--- src/verilog/dirc_pkg.sv ---
/*
 deep idle release control: register map, field positions, reset values,
 setup timer constants and state encoding.
 assumes a 32-bit Avalon-MM slave with byte addresses on word boundaries.
*/
package dirc_pkg;
   localparam int unsigned CLK_HZ = 100000000;
   localparam logic [3:0] ADDR_PSC = 4'h0;
   localparam logic [3:0] ADDR_PMS = 4'h4;
   localparam logic [3:0] ADDR_OSC_SETTLE_SELECT = 4'h8;
   localparam logic [3:0] ADDR_NFC = 4'hC;
   localparam int PSC_STP = 1;
   localparam int PSC_MASKABLE_IRQ_MASK = 4;
   localparam int PSC_NMI_SRC0_MASK = 5;
   localparam int PSC_NMI_SRC1_MASK = 6;
   localparam logic [1:0] PMS_DEEP_IDLE = 2'h2;
   localparam logic [2:0] OSC_SETTLE_SELECT_RESET = 3'h4;
   localparam logic [2:0] NFC_SLOW_LO = 3'h3;
   localparam logic [2:0] NFC_SLOW_HI = 3'h7;
   localparam int SETUP_BASE_LOG2 = 12;
   localparam int SETUP_W = 20;
   localparam logic [SETUP_W-1:0] SETUP_ONE = 20'h00001;
   localparam int NIRQ = 8;
   localparam int IRQ_EXT3 = 3;
   localparam logic [2:0] PRIO_NONE = 3'h7;
   typedef enum logic [3:0] {
      DIRC_RUN = 4'h1,
      DIRC_IDLE = 4'h2,
      DIRC_SETUP = 4'h4,
      DIRC_RESUME = 4'h8
   } dirc_state_t;
endpackage : dirc_pkg

--- src/verilog/dirc_top.sv ---
/*
 deep idle release control: entry, wake source qualification, setup timer,
 resume decision and per-peripheral clock gating during deep idle.
 assumes irq/nmi inputs are synchronous to mclk (the interrupt controller
 already filters them) and that the cpu halts on cpu_clk_en low.
*/
`timescale 1ns/1ps
module dirc_top (
   input wire logic mclk,
   input wire logic resetn,
   input wire logic [3:0] avs_address,
   input wire logic avs_read,
   input wire logic avs_write,
   input wire logic [31:0] avs_writedata,
   input wire logic [3:0] avs_byteenable,
   output logic [31:0] avs_readdata,
   output logic avs_waitrequest,
   input wire logic nmi0_req,
   input wire logic nmi1_req,
   input wire logic [7:0] irq_req,
   input wire logic [2:0] irq_req_prio,
   input wire logic [2:0] isr_prio,
   input wire logic in_isr,
   input wire logic irq_enabled_state,
   input wire logic subclock_used,
   input wire logic tmm_sel_r8,
   input wire logic tmm_sel_xt,
   input wire logic wt_sel_brg,
   input wire logic [1:0] csi_sel_ext,
   input wire logic uart0_sel_ext,
   input wire logic pll_on,
   output logic deep_idle,
   output logic cpu_clk_en,
   output logic periph_clk_en,
   output logic pll_en,
   output logic flash_clk_en,
   output logic intc_run,
   output logic wake_detect_en,
   output logic tmm_clk_en,
   output logic wt_clk_en,
   output logic wdt2_clk_en,
   output logic key_ret_en,
   output logic [1:0] csi_clk_en,
   output logic uart0_clk_en,
   output logic uart_other_clk_en,
   output logic adc_hold,
   output logic port_hold,
   output logic irq_ack,
   output logic nmi_ack,
   output logic resume_next
);
   typedef struct packed {
      dirc_pkg::dirc_state_t st;
      logic [6:0] power_save_ctrl;
      logic [1:0] pms;
      logic [2:0] osc_settle_select;
      logic [2:0] noise_filter_ctrl;
      logic [dirc_pkg::SETUP_W-1:0] cnt;
      logic wake_nmi;
      logic take_irq;
      logic pll_save;
      logic irq_ack;
      logic nmi_ack;
      logic resume_next;
      logic [31:0] rdata;
      logic rvalid;
   } dirc_s_t;

   dirc_s_t s_r;
   dirc_s_t s_nxt;
   logic nmi_ok;
   logic [7:0] irq_ok;
   logic irq_any;
   logic higher;
   logic [dirc_pkg::SETUP_W-1:0] setup_len;
   logic idle;
   logic acc;
   logic psc_wr;
   genvar gi;

   // masks and noise filter qualify sources
   always_comb
   begin
      nmi_ok = (nmi0_req & ~s_r.power_save_ctrl[dirc_pkg::PSC_NMI_SRC0_MASK])
             | (nmi1_req & ~s_r.power_save_ctrl[dirc_pkg::PSC_NMI_SRC1_MASK]);
      irq_ok = s_r.power_save_ctrl[dirc_pkg::PSC_MASKABLE_IRQ_MASK] ? 8'h00 : irq_req;
      if (s_r.noise_filter_ctrl >= dirc_pkg::NFC_SLOW_LO && s_r.noise_filter_ctrl <= dirc_pkg::NFC_SLOW_HI)
      begin
         irq_ok[dirc_pkg::IRQ_EXT3] = 1'b0;
      end
      irq_any = |irq_ok;
      higher = ~in_isr | (irq_req_prio < isr_prio);
      setup_len = dirc_pkg::SETUP_ONE << (dirc_pkg::SETUP_BASE_LOG2 + 32'(s_r.osc_settle_select));
   end

   assign acc = avs_read | avs_write;

   // accepted write to the control register this cycle
   always_comb
   begin
      psc_wr = 1'b0;
      if (avs_write && !s_r.rvalid && avs_byteenable[0])
      begin
         if (avs_address == dirc_pkg::ADDR_PSC)
         begin
            psc_wr = 1'b1;
         end
      end
   end

   always_comb
   begin
      s_nxt = s_r;
      s_nxt.irq_ack = 1'b0;
      s_nxt.nmi_ack = 1'b0;
      s_nxt.resume_next = 1'b0;
      s_nxt.rvalid = 1'b0;
      if (avs_write && !s_r.rvalid)
      begin
         if (avs_address == dirc_pkg::ADDR_PSC)
         begin
            if (avs_byteenable[0])
            begin
               s_nxt.power_save_ctrl = avs_writedata[6:0];
            end
         end
         else if (avs_address == dirc_pkg::ADDR_PMS)
         begin
            if (avs_byteenable[0])
            begin
               s_nxt.pms = avs_writedata[1:0];
            end
         end
         else if (avs_address == dirc_pkg::ADDR_OSC_SETTLE_SELECT)
         begin
            if (avs_byteenable[0])
            begin
               s_nxt.osc_settle_select = avs_writedata[2:0];
            end
         end
         else if (avs_address == dirc_pkg::ADDR_NFC)
         begin
            if (avs_byteenable[0])
            begin
               s_nxt.noise_filter_ctrl = avs_writedata[2:0];
            end
         end
         s_nxt.rvalid = 1'b1;
      end
      else if (avs_read && !s_r.rvalid)
      begin
         s_nxt.rdata = 32'h00000000;
         if (avs_address == dirc_pkg::ADDR_PSC)
         begin
            s_nxt.rdata[6:0] = s_r.power_save_ctrl;
         end
         else if (avs_address == dirc_pkg::ADDR_PMS)
         begin
            s_nxt.rdata[1:0] = s_r.pms;
            s_nxt.rdata[11:8] = s_r.st;
         end
         else if (avs_address == dirc_pkg::ADDR_OSC_SETTLE_SELECT)
         begin
            s_nxt.rdata[2:0] = s_r.osc_settle_select;
         end
         else if (avs_address == dirc_pkg::ADDR_NFC)
         begin
            s_nxt.rdata[2:0] = s_r.noise_filter_ctrl;
         end
         s_nxt.rvalid = 1'b1;
      end
      case (s_r.st)
         dirc_pkg::DIRC_RUN:
         begin
            // trigger bit is self-clearing, so a stale 1 never re-enters
            if (s_r.power_save_ctrl[dirc_pkg::PSC_STP])
            begin
               // a new trigger written in the same cycle wins over the self-clear
               s_nxt.power_save_ctrl[dirc_pkg::PSC_STP] = psc_wr & avs_writedata[dirc_pkg::PSC_STP];
               if (s_r.pms == dirc_pkg::PMS_DEEP_IDLE)
               begin
                  s_nxt.st = dirc_pkg::DIRC_IDLE;
                  s_nxt.pll_save = pll_on;
               end
            end
         end
         dirc_pkg::DIRC_IDLE:
         begin
            // pending request at entry wakes on the first idle cycle
            if (nmi_ok || irq_any)
            begin
               s_nxt.st = dirc_pkg::DIRC_SETUP;
               s_nxt.cnt = setup_len;
               s_nxt.wake_nmi = nmi_ok;
               s_nxt.take_irq = nmi_ok | (irq_enabled_state & higher);
            end
         end
         dirc_pkg::DIRC_SETUP:
         begin
            s_nxt.cnt = s_r.cnt - dirc_pkg::SETUP_ONE;
            if (s_r.cnt == dirc_pkg::SETUP_ONE)
            begin
               s_nxt.st = dirc_pkg::DIRC_RESUME;
            end
         end
         dirc_pkg::DIRC_RESUME:
         begin
            s_nxt.st = dirc_pkg::DIRC_RUN;
            s_nxt.nmi_ack = s_r.wake_nmi;
            s_nxt.irq_ack = ~s_r.wake_nmi & s_r.take_irq;
            s_nxt.resume_next = ~s_r.take_irq;
         end
         default:
         begin
            s_nxt.st = dirc_pkg::DIRC_RUN;
         end
      endcase
   end

   always_ff @(posedge mclk)
   begin
      if (!resetn)
      begin
         s_r <= '0;
         s_r.st <= dirc_pkg::DIRC_RUN;
         s_r.osc_settle_select <= dirc_pkg::OSC_SETTLE_SELECT_RESET;
      end
      else
      begin
         s_r <= s_nxt;
      end
   end

   assign avs_waitrequest = acc & ~s_r.rvalid;
   assign avs_readdata = s_r.rdata;
   assign idle = (s_r.st == dirc_pkg::DIRC_IDLE) | (s_r.st == dirc_pkg::DIRC_SETUP);
   assign deep_idle = idle;

   // core clocks: cpu, peripherals and interrupt controller stop together
   always_comb
   begin
      cpu_clk_en = 1'b1;
      periph_clk_en = 1'b1;
      intc_run = 1'b1;
      flash_clk_en = 1'b1;
      pll_en = pll_on;
      if (s_r.st == dirc_pkg::DIRC_IDLE)
      begin
         cpu_clk_en = 1'b0;
         periph_clk_en = 1'b0;
         intc_run = 1'b0;
         flash_clk_en = 1'b0;
         pll_en = 1'b0;
      end
      else if (s_r.st == dirc_pkg::DIRC_SETUP)
      begin
         // flash and pll come back first so they settle before the fetch
         cpu_clk_en = 1'b0;
         periph_clk_en = 1'b0;
         intc_run = 1'b0;
         pll_en = s_r.pll_save;
      end
   end

   // wake detection never sleeps, or nothing could end the mode
   assign wake_detect_en = 1'b1;

   // gating only; the peripherals keep their own state while stopped
   always_comb
   begin
      tmm_clk_en = 1'b1;
      wt_clk_en = 1'b1;
      uart0_clk_en = 1'b1;
      uart_other_clk_en = 1'b1;
      adc_hold = 1'b0;
      port_hold = 1'b0;
      if (idle)
      begin
         tmm_clk_en = tmm_sel_r8 | (subclock_used & tmm_sel_xt);
         wt_clk_en = subclock_used | wt_sel_brg;
         uart0_clk_en = uart0_sel_ext;
         uart_other_clk_en = 1'b0;
         adc_hold = 1'b1;
         port_hold = 1'b1;
      end
   end

   assign wdt2_clk_en = 1'b1;
   assign key_ret_en = 1'b1;

   // one gate per clocked serial unit
   generate
      for (gi = 0; gi < $bits(csi_clk_en); gi++)
      begin : g_csi
         assign csi_clk_en[gi] = ~idle | csi_sel_ext[gi];
      end
   endgenerate
   assign irq_ack = s_r.irq_ack;
   assign nmi_ack = s_r.nmi_ack;
   assign resume_next = s_r.resume_next;
endmodule : dirc_top

--- config.mk ---
export PLATFORM = sky130hd
export DESIGN_NAME = dirc_top
export DESIGN_NICKNAME = d
export VERILOG_FILES = /design/src/verilog/dirc_pkg.sv /design/src/verilog/dirc_top.sv
export SDC_FILE = /design/constraint.sdc
export NUM_CORES = 1
export LEC_CHECK = 0
export BUFFER_PORTS_ARGS = -buffer_cell sky130_fd_sc_hd__buf_2
export CORE_MARGIN = 2
export CORE_UTILIZATION = 47
export DETAILED_ROUTE_END_ITERATION = 10
export HOLD_SLACK_MARGIN = 0.08
export PLACE_DENSITY = 0.87
export SYNTH_ARGS = -nofsm -noshare
export SYNTH_HDL_FRONTEND = slang
export SYNTH_SLANG_ARGS = --single-unit
--- constraint.sdc ---
create_clock -name mclk -period 5.49 [get_ports mclk]
set_clock_uncertainty 0.05 [all_clocks]
set_input_delay 1.098 -clock mclk [delete_from_list [all_inputs] [get_ports mclk]]
set_output_delay 1.098 -clock mclk [all_outputs]
set_load 0.01 [all_outputs]
==> key figures, run 1 <==
Status
  – Status: completed

Die
  – # rows: 29
  – Starting Density: 48.5%
  – Die W: 84.7 um
  – Core Area: 6310 um2
  – Die height: 84.7 um
  – Die ar.: 7180 um2
  – I/O pin count: 123

Power and ir drop
  – Pwr dens: 282 nW/um2
  – Lkg Pwr: 1.49 nW
  – Maximum vdd ir drop: 0.176 mV

Layout
  – Non-Filler Instances: 499
  – FF+latch area: 1140 um2
  – Layout cells sized above 1: 22.7%
  – Total Nets Final: 491
  – Ant diodes: 0
  – Layout fillers: 549
  – Core Util, Final: 55.5%
  – Multi-input gate area: 1600 um2
  – Area growth syn-to-layout: 14.4%

Placed design
  – I/O Buffers: 70
  – HPWL Detailed: 5300 um
  – Gpl congestion: 0.843
  – Cell total after placement: 483

Global routing
  – First-pass GRT wire length: 12000 um
  – Grt total ovfl: 0
  – Initial antenna violation count: 1
  – Vias in the first global route: 2588
  – Largest net degree at the start of global routing: 26
  – All-Layer GR Usage: 21.0%

Timing
  – Pins Over Slew Limit: 0
  – Setup_tns: 0 ns
  – RSZ-0062 raised after global routing: false
  – Final worst path period share: 64.7%
  – Fmax achieved: 0.282 GHz
  – Post-layout minimum cycle time: 3.55 ns
  – Slew HR: 40.0%
  – Final Setup Violations: 0
  – Worst-Margin Slew: 0.877 ns
  – Final-report hold violation count: 0

Worst setup path
  – Max incr delay on CP: 0.74 ns
  – Critical-path cell list: or4b_1 > nand2_1 > inv_1 > or3_1 > buf_2
  – Slowest stage cell, crit path: or4b_1
  – Worst EP required: 4.34 ns
  – Worst EP arrival: 2.40 ns
  – Top cell family by delay on the critical path: simple AND/OR/NAND/NOR gates
  – Crit-path max FO: 10
  – WS Path Type: reg -> out
  – CP endpoint kind: output pin
  – WP buf/inv: 2
  – Worst setup SP type: register

Flow run
  – Max Cap Viol: 0

Detailed routing
  – Antenna viol nets, final: 0
  – Drt pass-1 iters: 5
  – Final WL: 7370 um
  – # DRC: 0
  – Via density: 5.70
  – DR WL/cell: 14.8 um
  – Iter 0 DRT Violations: 245
  – Via count: 2845

Clock network
  – Worst-path clk slew: 0.07 ns
  – Max Root-Sink Buffers: 2
  – H-tree depth: 3
  – Postcts setup bufs: 0
  – CTS resizes: 0
  – Clock Sinks: 57
  – CTS tree: yes
  – Number of buffers created by CTS: 9
  – Root Buffer: clkbuf_8
  – Skew-Pair Late Insertion Delay: 0.34 ns
  – # hold bufs at CTS: 0

Min path
  – Min-Delay Path Class: reg -> reg

Synth
  – Syn_area_per_cell: 8.35 um2
  – Seq cells post-synth: 57
  – Yosys warnings: 0
  – Yosys cell types: 64
  – Sequential-to-total area share from yosys stat: 37.2%
  – Post-Syn Area: 3060 um2
  – Primary FF master, synth: dfxtp_1
  – Post-synth ARST share: 0%
  – Mapped Cells: 367
  – Post-synth EDFFs: 0
layer usage:
metal  vias to the layer above  GRT usage [%]  wire, um
met5                         -              0         0
met2                       105           35.6      3610
met1                      1376           25.1      3110
met3                        18           5.70       496
li1                       1346              -         -
met4                         0           8.80       157
report_power, final:
| part | total (mW) | leakage (nW) | switching [mW] | internal (mW) |
|---|---|---|---|---|
| Clock | 0.518 | 0.130 | 0.172 | 0.346 |
| Sequential | 0.416 | 0.459 | 0.00149 | 0.415 |
| Combinational | 0.0544 | 0.903 | 0.0345 | 0.0199 |
| Total | 0.989 | 1.49 | 0.208 | 0.781 |
state kept, by name, indices dropped and copies added (netlist names):
signal,count
s_r,43
resume_next,1
avs_readdata,11
nmi_ack,1
irq_ack,1
worst reg2reg max path: stages, from the launching register on:
cell,delay (ns)
dfxtp_1,0.36
nand2_1,0.08
a2111oi_0,0.81
a21boi_0,0.40
a32o_1,0.34
and3_1,0.15
kinds of logic (layout without fill, tap and decap cells):
| kind of cell | after synthesis | count (layout) | share of synthesized area (%) |
|---|---|---|---|
| multiplexers | 12 | 12 | 3.96 |
| other | 2 | 24 | 0.245 |
| AO/OA/AOI/OAI | 81 | 81 | 17.2 |
| buffers and inverters | 66 | 99 | 13.1 |
| flip-flops | 57 | 57 | 37.2 |
| XOR/XNOR | 2 | 2 | 0.572 |
| AND/OR/NAND/NOR | 143 | 143 | 26.0 |
| adder cells (fa/ha/maj) | 4 | 4 | 1.63 |
final timing paths:
check | startpoint | end | slack [ns] | cells past startpoint
worst max-delay path | s_r[77]$_SDFFE_PN0P_ | wt_clk_en | 1.94 | 5
worst min-delay path | s_r[38]$_SDFFE_PN0P_ | nmi_ack$_SDFF_PN0_ | 0.41 | 2
worst min register to register | s_r[38]$_SDFFE_PN0P_ | nmi_ack$_SDFF_PN0_ | 0.41 | 2
worst max register to register | s_r[59]$_SDFFE_PN0P_ | s_r[52]$_SDFFE_PN0P_ | 3.20 | 5
per-stage QoR:
stage	area [um2]	total power [mW]	hold WS (ns)	setup slack [ns]
after global routing	3500	1.02	0.437	1.78
after global placement	3250	0.477	0.384	2.30
after detailed placement	3250	0.479	0.392	2.28
after CTS	3500	0.990	0.403	1.90
after floorplan	3150	0.469	0.351	2.54
final	3500	0.989	0.407	1.94
Yosys cell counts, drive strengths merged (2+ instances only):
cell     number  area share (%)
nand2b       10             2.0
nor3b         4            0.98
a211oi        2            0.49
mux2i        11             3.6
nand4         2            0.41
buf          43              10
nor2         39             4.8
and4b         2            0.65
nor4b         4             2.1
or3           8             1.8
ha            4             1.6
nor2b         2            0.41
nor4          3            0.61
o21ai        10             1.6
inv          11             1.3
nand3b        4            0.98
or4           4             1.1
conb          2            0.25
o31ai         3            0.73
a22oi        10             2.4
and3          3            0.61
o311ai        2            0.57
a31oi         7             1.4
a21oi        26             4.2
a2bb2oi       2            0.57
o211ai        4            0.98
clkbuf       12             1.5
or2           5             1.0
dfxtp        57              37
nand3        20             3.4
a21boi        2            0.49
nand2        24             3.0
nor3          5            0.82
o22ai         2            0.41
placed cells by master (no fill, tap or decap), types with 5 or more instances in the layout:
master    instances
conb_1           24
nor2_1           39
or3_1             7
nand2b_1         10
buf_2            70
mux2i_1          11
o21ai_0           6
dfxtp_1          57
a22oi_1          10
a31oi_1           7
nand2_1          23
nand3_1          19
inv_1            11
nor3_1            5
clkbuf_8          9
a21oi_1          26
final cells by class:
cell class / instances / area share [%]
Timing Repair Buffer: 72 / 10.4
Sequential cell: 57 / 32.6
Clock buffer: 10 / 3.64
Clock inverter: 6 / 3.71
Inverter: 11 / 1.18
Tap cell: 77 / 2.75
Multi-Input combinational cell: 266 / 45.7
Power figures use the tool's default switching activity.
==> inputs of run 2 (changes only) <==
--- a/config.mk
+++ b/config.mk
@@ -5,12 +5,13 @@
 export SDC_FILE = /design/constraint.sdc
 export NUM_CORES = 1
 export LEC_CHECK = 0
+export ABC_AREA = 1
 export BUFFER_PORTS_ARGS = -buffer_cell sky130_fd_sc_hd__buf_2
 export CORE_MARGIN = 2
 export CORE_UTILIZATION = 47
 export DETAILED_ROUTE_END_ITERATION = 10
 export HOLD_SLACK_MARGIN = 0.08
-export PLACE_DENSITY = 0.87
+export PLACE_DENSITY = 0.85
 export SYNTH_ARGS = -nofsm -noshare
 export SYNTH_HDL_FRONTEND = slang
 export SYNTH_SLANG_ARGS = --single-unit
==> constraint.sdc (replaced) <==
create_clock -name mclk -period 3.38 [get_ports mclk]
set_clock_uncertainty 0.05 [all_clocks]
set_input_delay 0.676 -clock mclk [delete_from_list [all_inputs] [get_ports mclk]]
set_output_delay 0.676 -clock mclk [all_outputs]
set_load 0.01 [all_outputs]
==> run 2 against run 1 <==
  * Register-to-register slack lost 1.8 ns
  * Final cell count up 34%
  * Routed wire length up 6.7%
  * Clock power grew 29%
  * Synthesized cell count up 40%
==> key figures, run 2 <==
Die
  – Die W: 89.3 um (+5.4%)
  – I/O pin count: 123 (unchanged)
  – Core Area: 7140 um2 (+13%)
  – Starting Density: 48.0% (-0.57 points)
  – Die height: 89.3 um (+5.4%)
  – # rows: 31 (+6.9%)
  – Die ar.: 7980 um2 (+11%)

Detailed routing
  – Via density: 5.04 (-12%)
  – Antenna viol nets, final: 0 (unchanged)
  – # DRC: 0 (unchanged)
  – Iter 0 DRT Violations: 221 (-9.8%)
  – Final WL: 7860 um (+6.7%)
  – DR WL/cell: 11.8 um (-20%)
  – Drt pass-1 iters: 7 (+2)
  – Via count: 3361 (+18%)

Synth
  – Seq cells post-synth: 57 (unchanged)
  – Sequential-to-total area share from yosys stat: 33.3% (-3.9 points)
  – Synth top area share: 33.3% (-3.9 points)
  – Yosys warnings: 0 (unchanged)
  – Cell with the most instances after synthesis: nand2_1
  – Primary FF master, synth: dfxtp_1
  – Mapped Cells: 512 (+40%)
  – Post-synth top cells: 92 x nand2_1, 81 x nor2_1, 57 x dfxtp_1, 57 x inv_1, 49 x nand3_1
  – Leading area contributor after synthesis: dfxtp_1
  – Dominant cells by area after synthesis: dfxtp_1 33%, nand2_1 10%, buf_4 9.0%, nor2_1 8.9%, nand3_1 7.2%
  – Yosys cell types: 35 (-45%)
  – Post-Syn Area: 3420 um2 (+12%)
  – Post-synth EDFFs: 0 (unchanged)
  – Syn_area_per_cell: 6.69 um2 (-20%)
  – Post-synth ARST share: 0% (unchanged)

Timing
  – Slew HR: 47.4% (+7.4 points)
  – Fin Hold WS: 0.401 ns (-0.00621 ns)
  – Fmax achieved: 0.350 GHz
  – Final-report hold violation count: 0 (unchanged)
  – Final Setup Violations: 0 (unchanged)
  – RSZ-0062 raised after global routing: false
  – Post-layout minimum cycle time: 2.85 ns
  – Setup_tns: 0 ns (unchanged)
  – Pins Over Slew Limit: 0 (unchanged)
  – Final worst path period share: 84.4%
  – Worst-Margin Slew: 0.788 ns (-0.0890 ns)

Power and ir drop
  – Maximum vdd ir drop: 0.228 mV (+29%)
  – Lkg Pwr: 1.92 nW (+29%)
  – Pwr dens: 378 nW/um2 (+34%)

Global routing
  – Vias in the first global route: 3145 (+22%)
  – All-Layer GR Usage: 21.5% (+0.45 points)
  – First-pass GRT wire length: 13300 um (+11%)
  – Initial antenna violation count: 0 (-1)
  – Grt total ovfl: 0 (unchanged)
  – Largest net degree at the start of global routing: 36 (+38%)

Worst setup path
  – Worst EP arrival: 2.13 ns (-0.27 ns)
  – WS Path Type: reg -> out
  – CP startpoint: s_r[76]$_SDFFE_PN0P_
  – Crit-path max FO: 29 (+19)
  – Worst r2r src: s_r[60]$_SDFFE_PN0P_
  – CP endpoint kind: output pin
  – Worst setup SP type: register
  – Worst EP required: 2.65 ns (-1.69 ns)

Layout
  – Max reg flops: 43 (unchanged)
  – Layout fillers: 704 (+28%)
  – Commonest cells after routing, fill and taps aside: 92 x nand2_1, 81 x nor2_1, 70 x buf_2
  – Design Area, Final: 3810 um2 (+8.8%)
  – Leading cell type in the layout, fill and taps excluded: nand2_1
  – Total Nets Final: 637 (+30%)
  – Top reg by flops: s_r
  – Layout cells sized above 1: 21.0% (-1.8 points)
  – Area growth syn-to-layout: 11.4%
  – Multi-input gate area: 1750 um2 (+9.3%)
  – Ant diodes: 0 (unchanged)
  – FF+latch area: 1140 um2 (unchanged)

Clock network
  – CTS tree: yes
  – Root Buffer: clkbuf_8
  – Worst-path clk slew: 0.06 ns (about the same)
  – H-tree depth: 3 (unchanged)
  – CTS resizes: 0 (unchanged)
  – Skew-Pair Late Insertion Delay: 0.36 ns (+0.02 ns)
  – Postcts setup bufs: 0 (unchanged)
  – Clock Sinks: 57 (unchanged)
  – # hold bufs at CTS: 0 (unchanged)
  – Number of buffers created by CTS: 9 (unchanged)
  – Max Root-Sink Buffers: 2 (unchanged)

Min path
  – Hold Path Origin: s_r[37]$_SDFFE_PN0P_
  – Min-Delay Path Class: reg -> reg

Status
  – Status: completed

Flow run
  – Max Cap Viol: 0 (unchanged)

Placed design
  – Area after DPL: 3610 um2 (+11%)
  – I/O Buffers: 70 (unchanged)
  – Gpl congestion: 0.932 (+11%)
  – HPWL Detailed: 5740 um (+8.4%)
run 2: changes by cell type after synthesis, moves of 6 or more:
cell,before,now
nand2_1,23,92
inv_1,11,57
nor2_1,39,81
nand3_1,19,49
mux2i_1,11,0
o21ai_0,6,17
nand2b_1,10,0
a21oi_1,26,35
nand4_1,2,9
or3_1,7,0
clkbuf_1,11,5
nor2_2,0,6
run 2: path summary, 6_finish.rpt:
check,slack (ns),endpoint,cells past startpoint
worst min register to register,0.40,resume_next$_SDFF_PN0_,1
worst max register to register,1.41,s_r[58]$_SDFFE_PN0P_,10
worst max-delay path,0.53,csi_clk_en[1],7
worst min-delay path,0.40,resume_next$_SDFF_PN0_,1
run 2: report_power, final:
part           internal [mW]  leakage [nW]  switching (mW)
clock                  0.380         0.103           0.288
combinational         0.0329          1.36          0.0601
sequential             0.676         0.460         0.00264
run 2: critical path, cell delays in order (launching register included):
cell and delay, ns:
dfxtp_1 0.37, inv_1 0.08, nor2_2 0.13, nand2_4 0.17, inv_2 0.44, nor2_4 0.14
or2_2 0.29, buf_2 0.14
run 2: cell type report:
cell class | instances | area share (%)
Sequential cell | 57 | 29.9
Clock inverter | 4 | 1.35
Tap cell | 99 | 3.25
Clock buffer | 12 | 4.07
Timing Repair Buffer | 71 | 9.38
Multi-Input combinational cell | 362 | 45.9
Inverter | 62 | 6.10
run 2: per-layer routing:
metal	track usage, %	vias up	part of all wire (%)
li1	-	1692	-
met1	22.7	1520	40
met2	39.7	129	51
met3	5.72	20	6.7
met4	9.63	0	2.2
met5	0	-	0
run 2: kinds of logic after synthesis:
family,share of synthesized area (%)
and+or+nand+nor,35.0
buffers and inverters,17.9
AOI/OAI and AO/OA,12.1
DFF,33.3
adders and majority gates,1.46
other,0.219
run 2: stage by stage:
step	instances	power (mW)	setup slack, ns	utilization (%)
2_1_floorplan	534	0.770	1.46	-
3_3_place_gp	651	0.782	0.972	50.5
3_5_place_dp	651	0.785	0.917	50.5
4_1_cts	667	1.45	0.522	53.4
5_1_grt	667	1.48	0.390	53.4
6_report	667	1.44	0.526	53.4
==> inputs of run 3 (changes only) <==
==> constraint.sdc (replaced) <==
create_clock -name mclk -period 2.7 [get_ports mclk]
set_clock_uncertainty 0.05 [all_clocks]
set_input_delay 0.54 -clock mclk [delete_from_list [all_inputs] [get_ports mclk]]
set_output_delay 0.54 -clock mclk [all_outputs]
set_load 0.01 [all_outputs]
==> run 3 against run 2 <==
  * Total power up 20%
  * Worst setup slack lost 0.14 ns
  * Routed wire length is 1.1% higher
  * Non-clock buffer count rose by 2
  * Critical path depth unchanged
  * Register-to-register slack got worse by 0.53 ns
  * Highest routed layer unchanged
==> key figures, run 3 (synthesized netlist as in run 2, its figures left out) <==
Timing
  – Fmax achieved: 0.431 GHz
  – Final Setup Violations: 0 (unchanged)
  – Final worst path period share: 85.8%
  – Setup_tns: 0 ns (unchanged)
  – Final-report hold violation count: 0 (unchanged)
  – RSZ-0062 raised after global routing: false
  – Post-layout minimum cycle time: 2.32 ns
  – Worst-Margin Slew: 0.785 ns (-0.00304 ns)
  – Final worst slack: 0.382 ns (-0.144 ns)
  – Pins Over Slew Limit: 0 (unchanged)
  – Fin Hold WS: 0.373 ns (-0.0282 ns)
  – Slew HR: 47.6% (+0.20 points)

Worst setup path
  – WS Path Type: reg -> out
  – Worst EP required: 2.11 ns (-0.54 ns)
  – Crit-path max FO: 17 (-41%)
  – Worst EP arrival: 1.73 ns (-0.40 ns)
  – CP endpoint kind: output pin
  – R2R setup slack: 0.88 ns (-0.53 ns)
  – Worst setup SP type: register

Die
  – Core Area: 7140 um2 (unchanged)
  – Die W: 89.3 um (unchanged)
  – Die ar.: 7980 um2 (unchanged)
  – # rows: 31 (unchanged)
  – I/O pin count: 123 (unchanged)
  – Starting Density: 48.0% (unchanged)
  – Die height: 89.3 um (unchanged)

Global routing
  – First-pass GRT wire length: 12800 um (-3.9%)
  – Initial antenna violation count: 0 (unchanged)
  – Largest net degree at the start of global routing: 35 (-2.8%)
  – All-Layer GR Usage: 20.5% (-1.0 points)
  – Vias in the first global route: 3046 (-3.1%)
  – Grt total ovfl: 0 (unchanged)

Layout
  – Leading cell type in the layout, fill and taps excluded: nand2_1
  – Total Nets Final: 639 (+0.31%)
  – Layout cells sized above 1: 21.4% (+0.45 points)
  – Commonest cells after routing, fill and taps aside: 92 x nand2_1, 81 x nor2_1, 70 x buf_2
  – Core Util, Final: 53.4% (unchanged)
  – Top reg by flops: s_r
  – Multi-input gate area: 1750 um2 (unchanged)
  – FF+latch area: 1140 um2 (unchanged)
  – Layout fillers: 692 (-1.7%)
  – Area growth syn-to-layout: 11.4% (unchanged)
  – Ant diodes: 0 (unchanged)
  – Max reg flops: 43 (unchanged)

Placed design
  – I/O Buffers: 70 (unchanged)
  – Gpl congestion: 0.942 (+1.1%)
  – HPWL Detailed: 5950 um (+3.6%)
  – Pre-CTS setup slack: 0.606 ns (-0.310 ns)

Power and ir drop
  – Internal power: 1.29 mW (+19%)
  – Flop pwr share: 49.0% (+1.9 points)
  – Maximum vdd ir drop: 0.503 mV (+120%)
  – Switching pwr: 440 uW (+25%)
  – Combinational share of power: 6.7% (+0.2 points)
  – Lkg Pwr: 1.92 nW (+0.28%)
  – Pwr dens: 455 nW/um2 (+20%)
  – Clk network pwr share: 44.3% (-2.1 points)
  – Switching share of power: 25.4% (+1.0 points)

Detailed routing
  – Antenna viol nets, final: 0 (unchanged)
  – # DRC: 0 (unchanged)
  – Iter 0 DRT Violations: 256 (+16%)
  – Drt pass-1 iters: 5 (-2)
  – DR WL/cell: 11.9 um (+0.75%)
  – Via count: 3360 (-0.030%)
  – Via density: 5.02 (-0.33%)
  – Final WL: 7950 um (+1.1%)

Clock network
  – CTS tree: yes
  – Number of buffers created by CTS: 9 (unchanged)
  – Max Root-Sink Buffers: 2 (unchanged)
  – Clock Sinks: 57 (unchanged)
  – CTS resizes: 0 (unchanged)
  – # hold bufs at CTS: 0 (unchanged)
  – H-tree depth: 3 (unchanged)
  – Skew-Pair Late Insertion Delay: 0.35 ns (about the same)
  – Postcts setup bufs: 0 (unchanged)
  – Worst-path clk slew: 0.07 ns (about the same)
  – Root Buffer: clkbuf_8

Flow run
  – Max Cap Viol: 0 (unchanged)

Status
  – Status: completed

Min path
  – Min-Delay Path Class: in -> reg
==> run 3: cell count changes in the layout (fill, tap and decap cells not counted) <==
cell | before | now
clkbuf_1 | 1 | 0
clkinv_2 | 1 | 2
clkbuf_8 | 11 | 12
bufinv_16 | 1 | 0
buf_4 | 1 | 3
==> run 3: final cells by class <==
type                    count  share of cell area (%)
repair buffers             73                    9.78
clock inverters             4                   0.689
clock buffers              12                    4.33
flip-flops and latches     57                    29.9
inverters                  62                    6.10
multi-input cells         362                    45.9
well taps                  99                    3.25
==> run 3: worst max-delay path: stages (launching register included) <==
cell,delay (ns)
dfxtp_1,0.38
inv_1,0.08
nor2_2,0.13
nand2_4,0.17
inv_2,0.13
nor2_4,0.07
or2_2,0.28
buf_2,0.14
==> run 3: final timing paths <==
kind                                            from                      to  depth (start not counted)
worst max-delay path            s_r[76]$_SDFFE_PN0P_           csi_clk_en[1]                          7
worst min-delay path                avs_writedata[5]    s_r[72]$_SDFFE_PN0P_                          3
worst max register to register  s_r[76]$_SDFFE_PN0P_    s_r[46]$_SDFFE_PN0P_                          9
worst min register to register  s_r[37]$_SDFFE_PN0P_  resume_next$_SDFF_PN0_                          1
==> run 3: through the flow <==
| stage | total power, mW | area [um2] | cells |
|---|---|---|---|
| floorplan | 0.964 | 3510 | 534 |
| global placement | 0.979 | 3620 | 653 |
| detailed placement | 0.983 | 3620 | 653 |
| CTS | 1.73 | 3810 | 669 |
| global route | 1.78 | 3810 | 669 |
| finish | 1.73 | 3810 | 669 |
==> run 3: power by group through the flow <==
stage	clock network [mW]	logic, mW	registers [mW]
2_1_floorplan	0	0.0962	0.868
3_3_place_gp	0	0.111	0.868
3_5_place_dp	0	0.115	0.868
4_1_cts	0.770	0.115	0.849
5_1_grt	0.799	0.133	0.850
6_report	0.768	0.116	0.849
==> run 3: per-layer routing <==
| metal | up-vias | global-route usage [%] | part of all wire (%) |
|---|---|---|---|
| met5 | - | 0 | 0 |
| met4 | 0 | 9.63 | 2.2 |
| met3 | 20 | 4.34 | 5.8 |
| met2 | 120 | 36.8 | 51 |
| met1 | 1530 | 22.9 | 41 |
| li1 | 1690 | - | - |
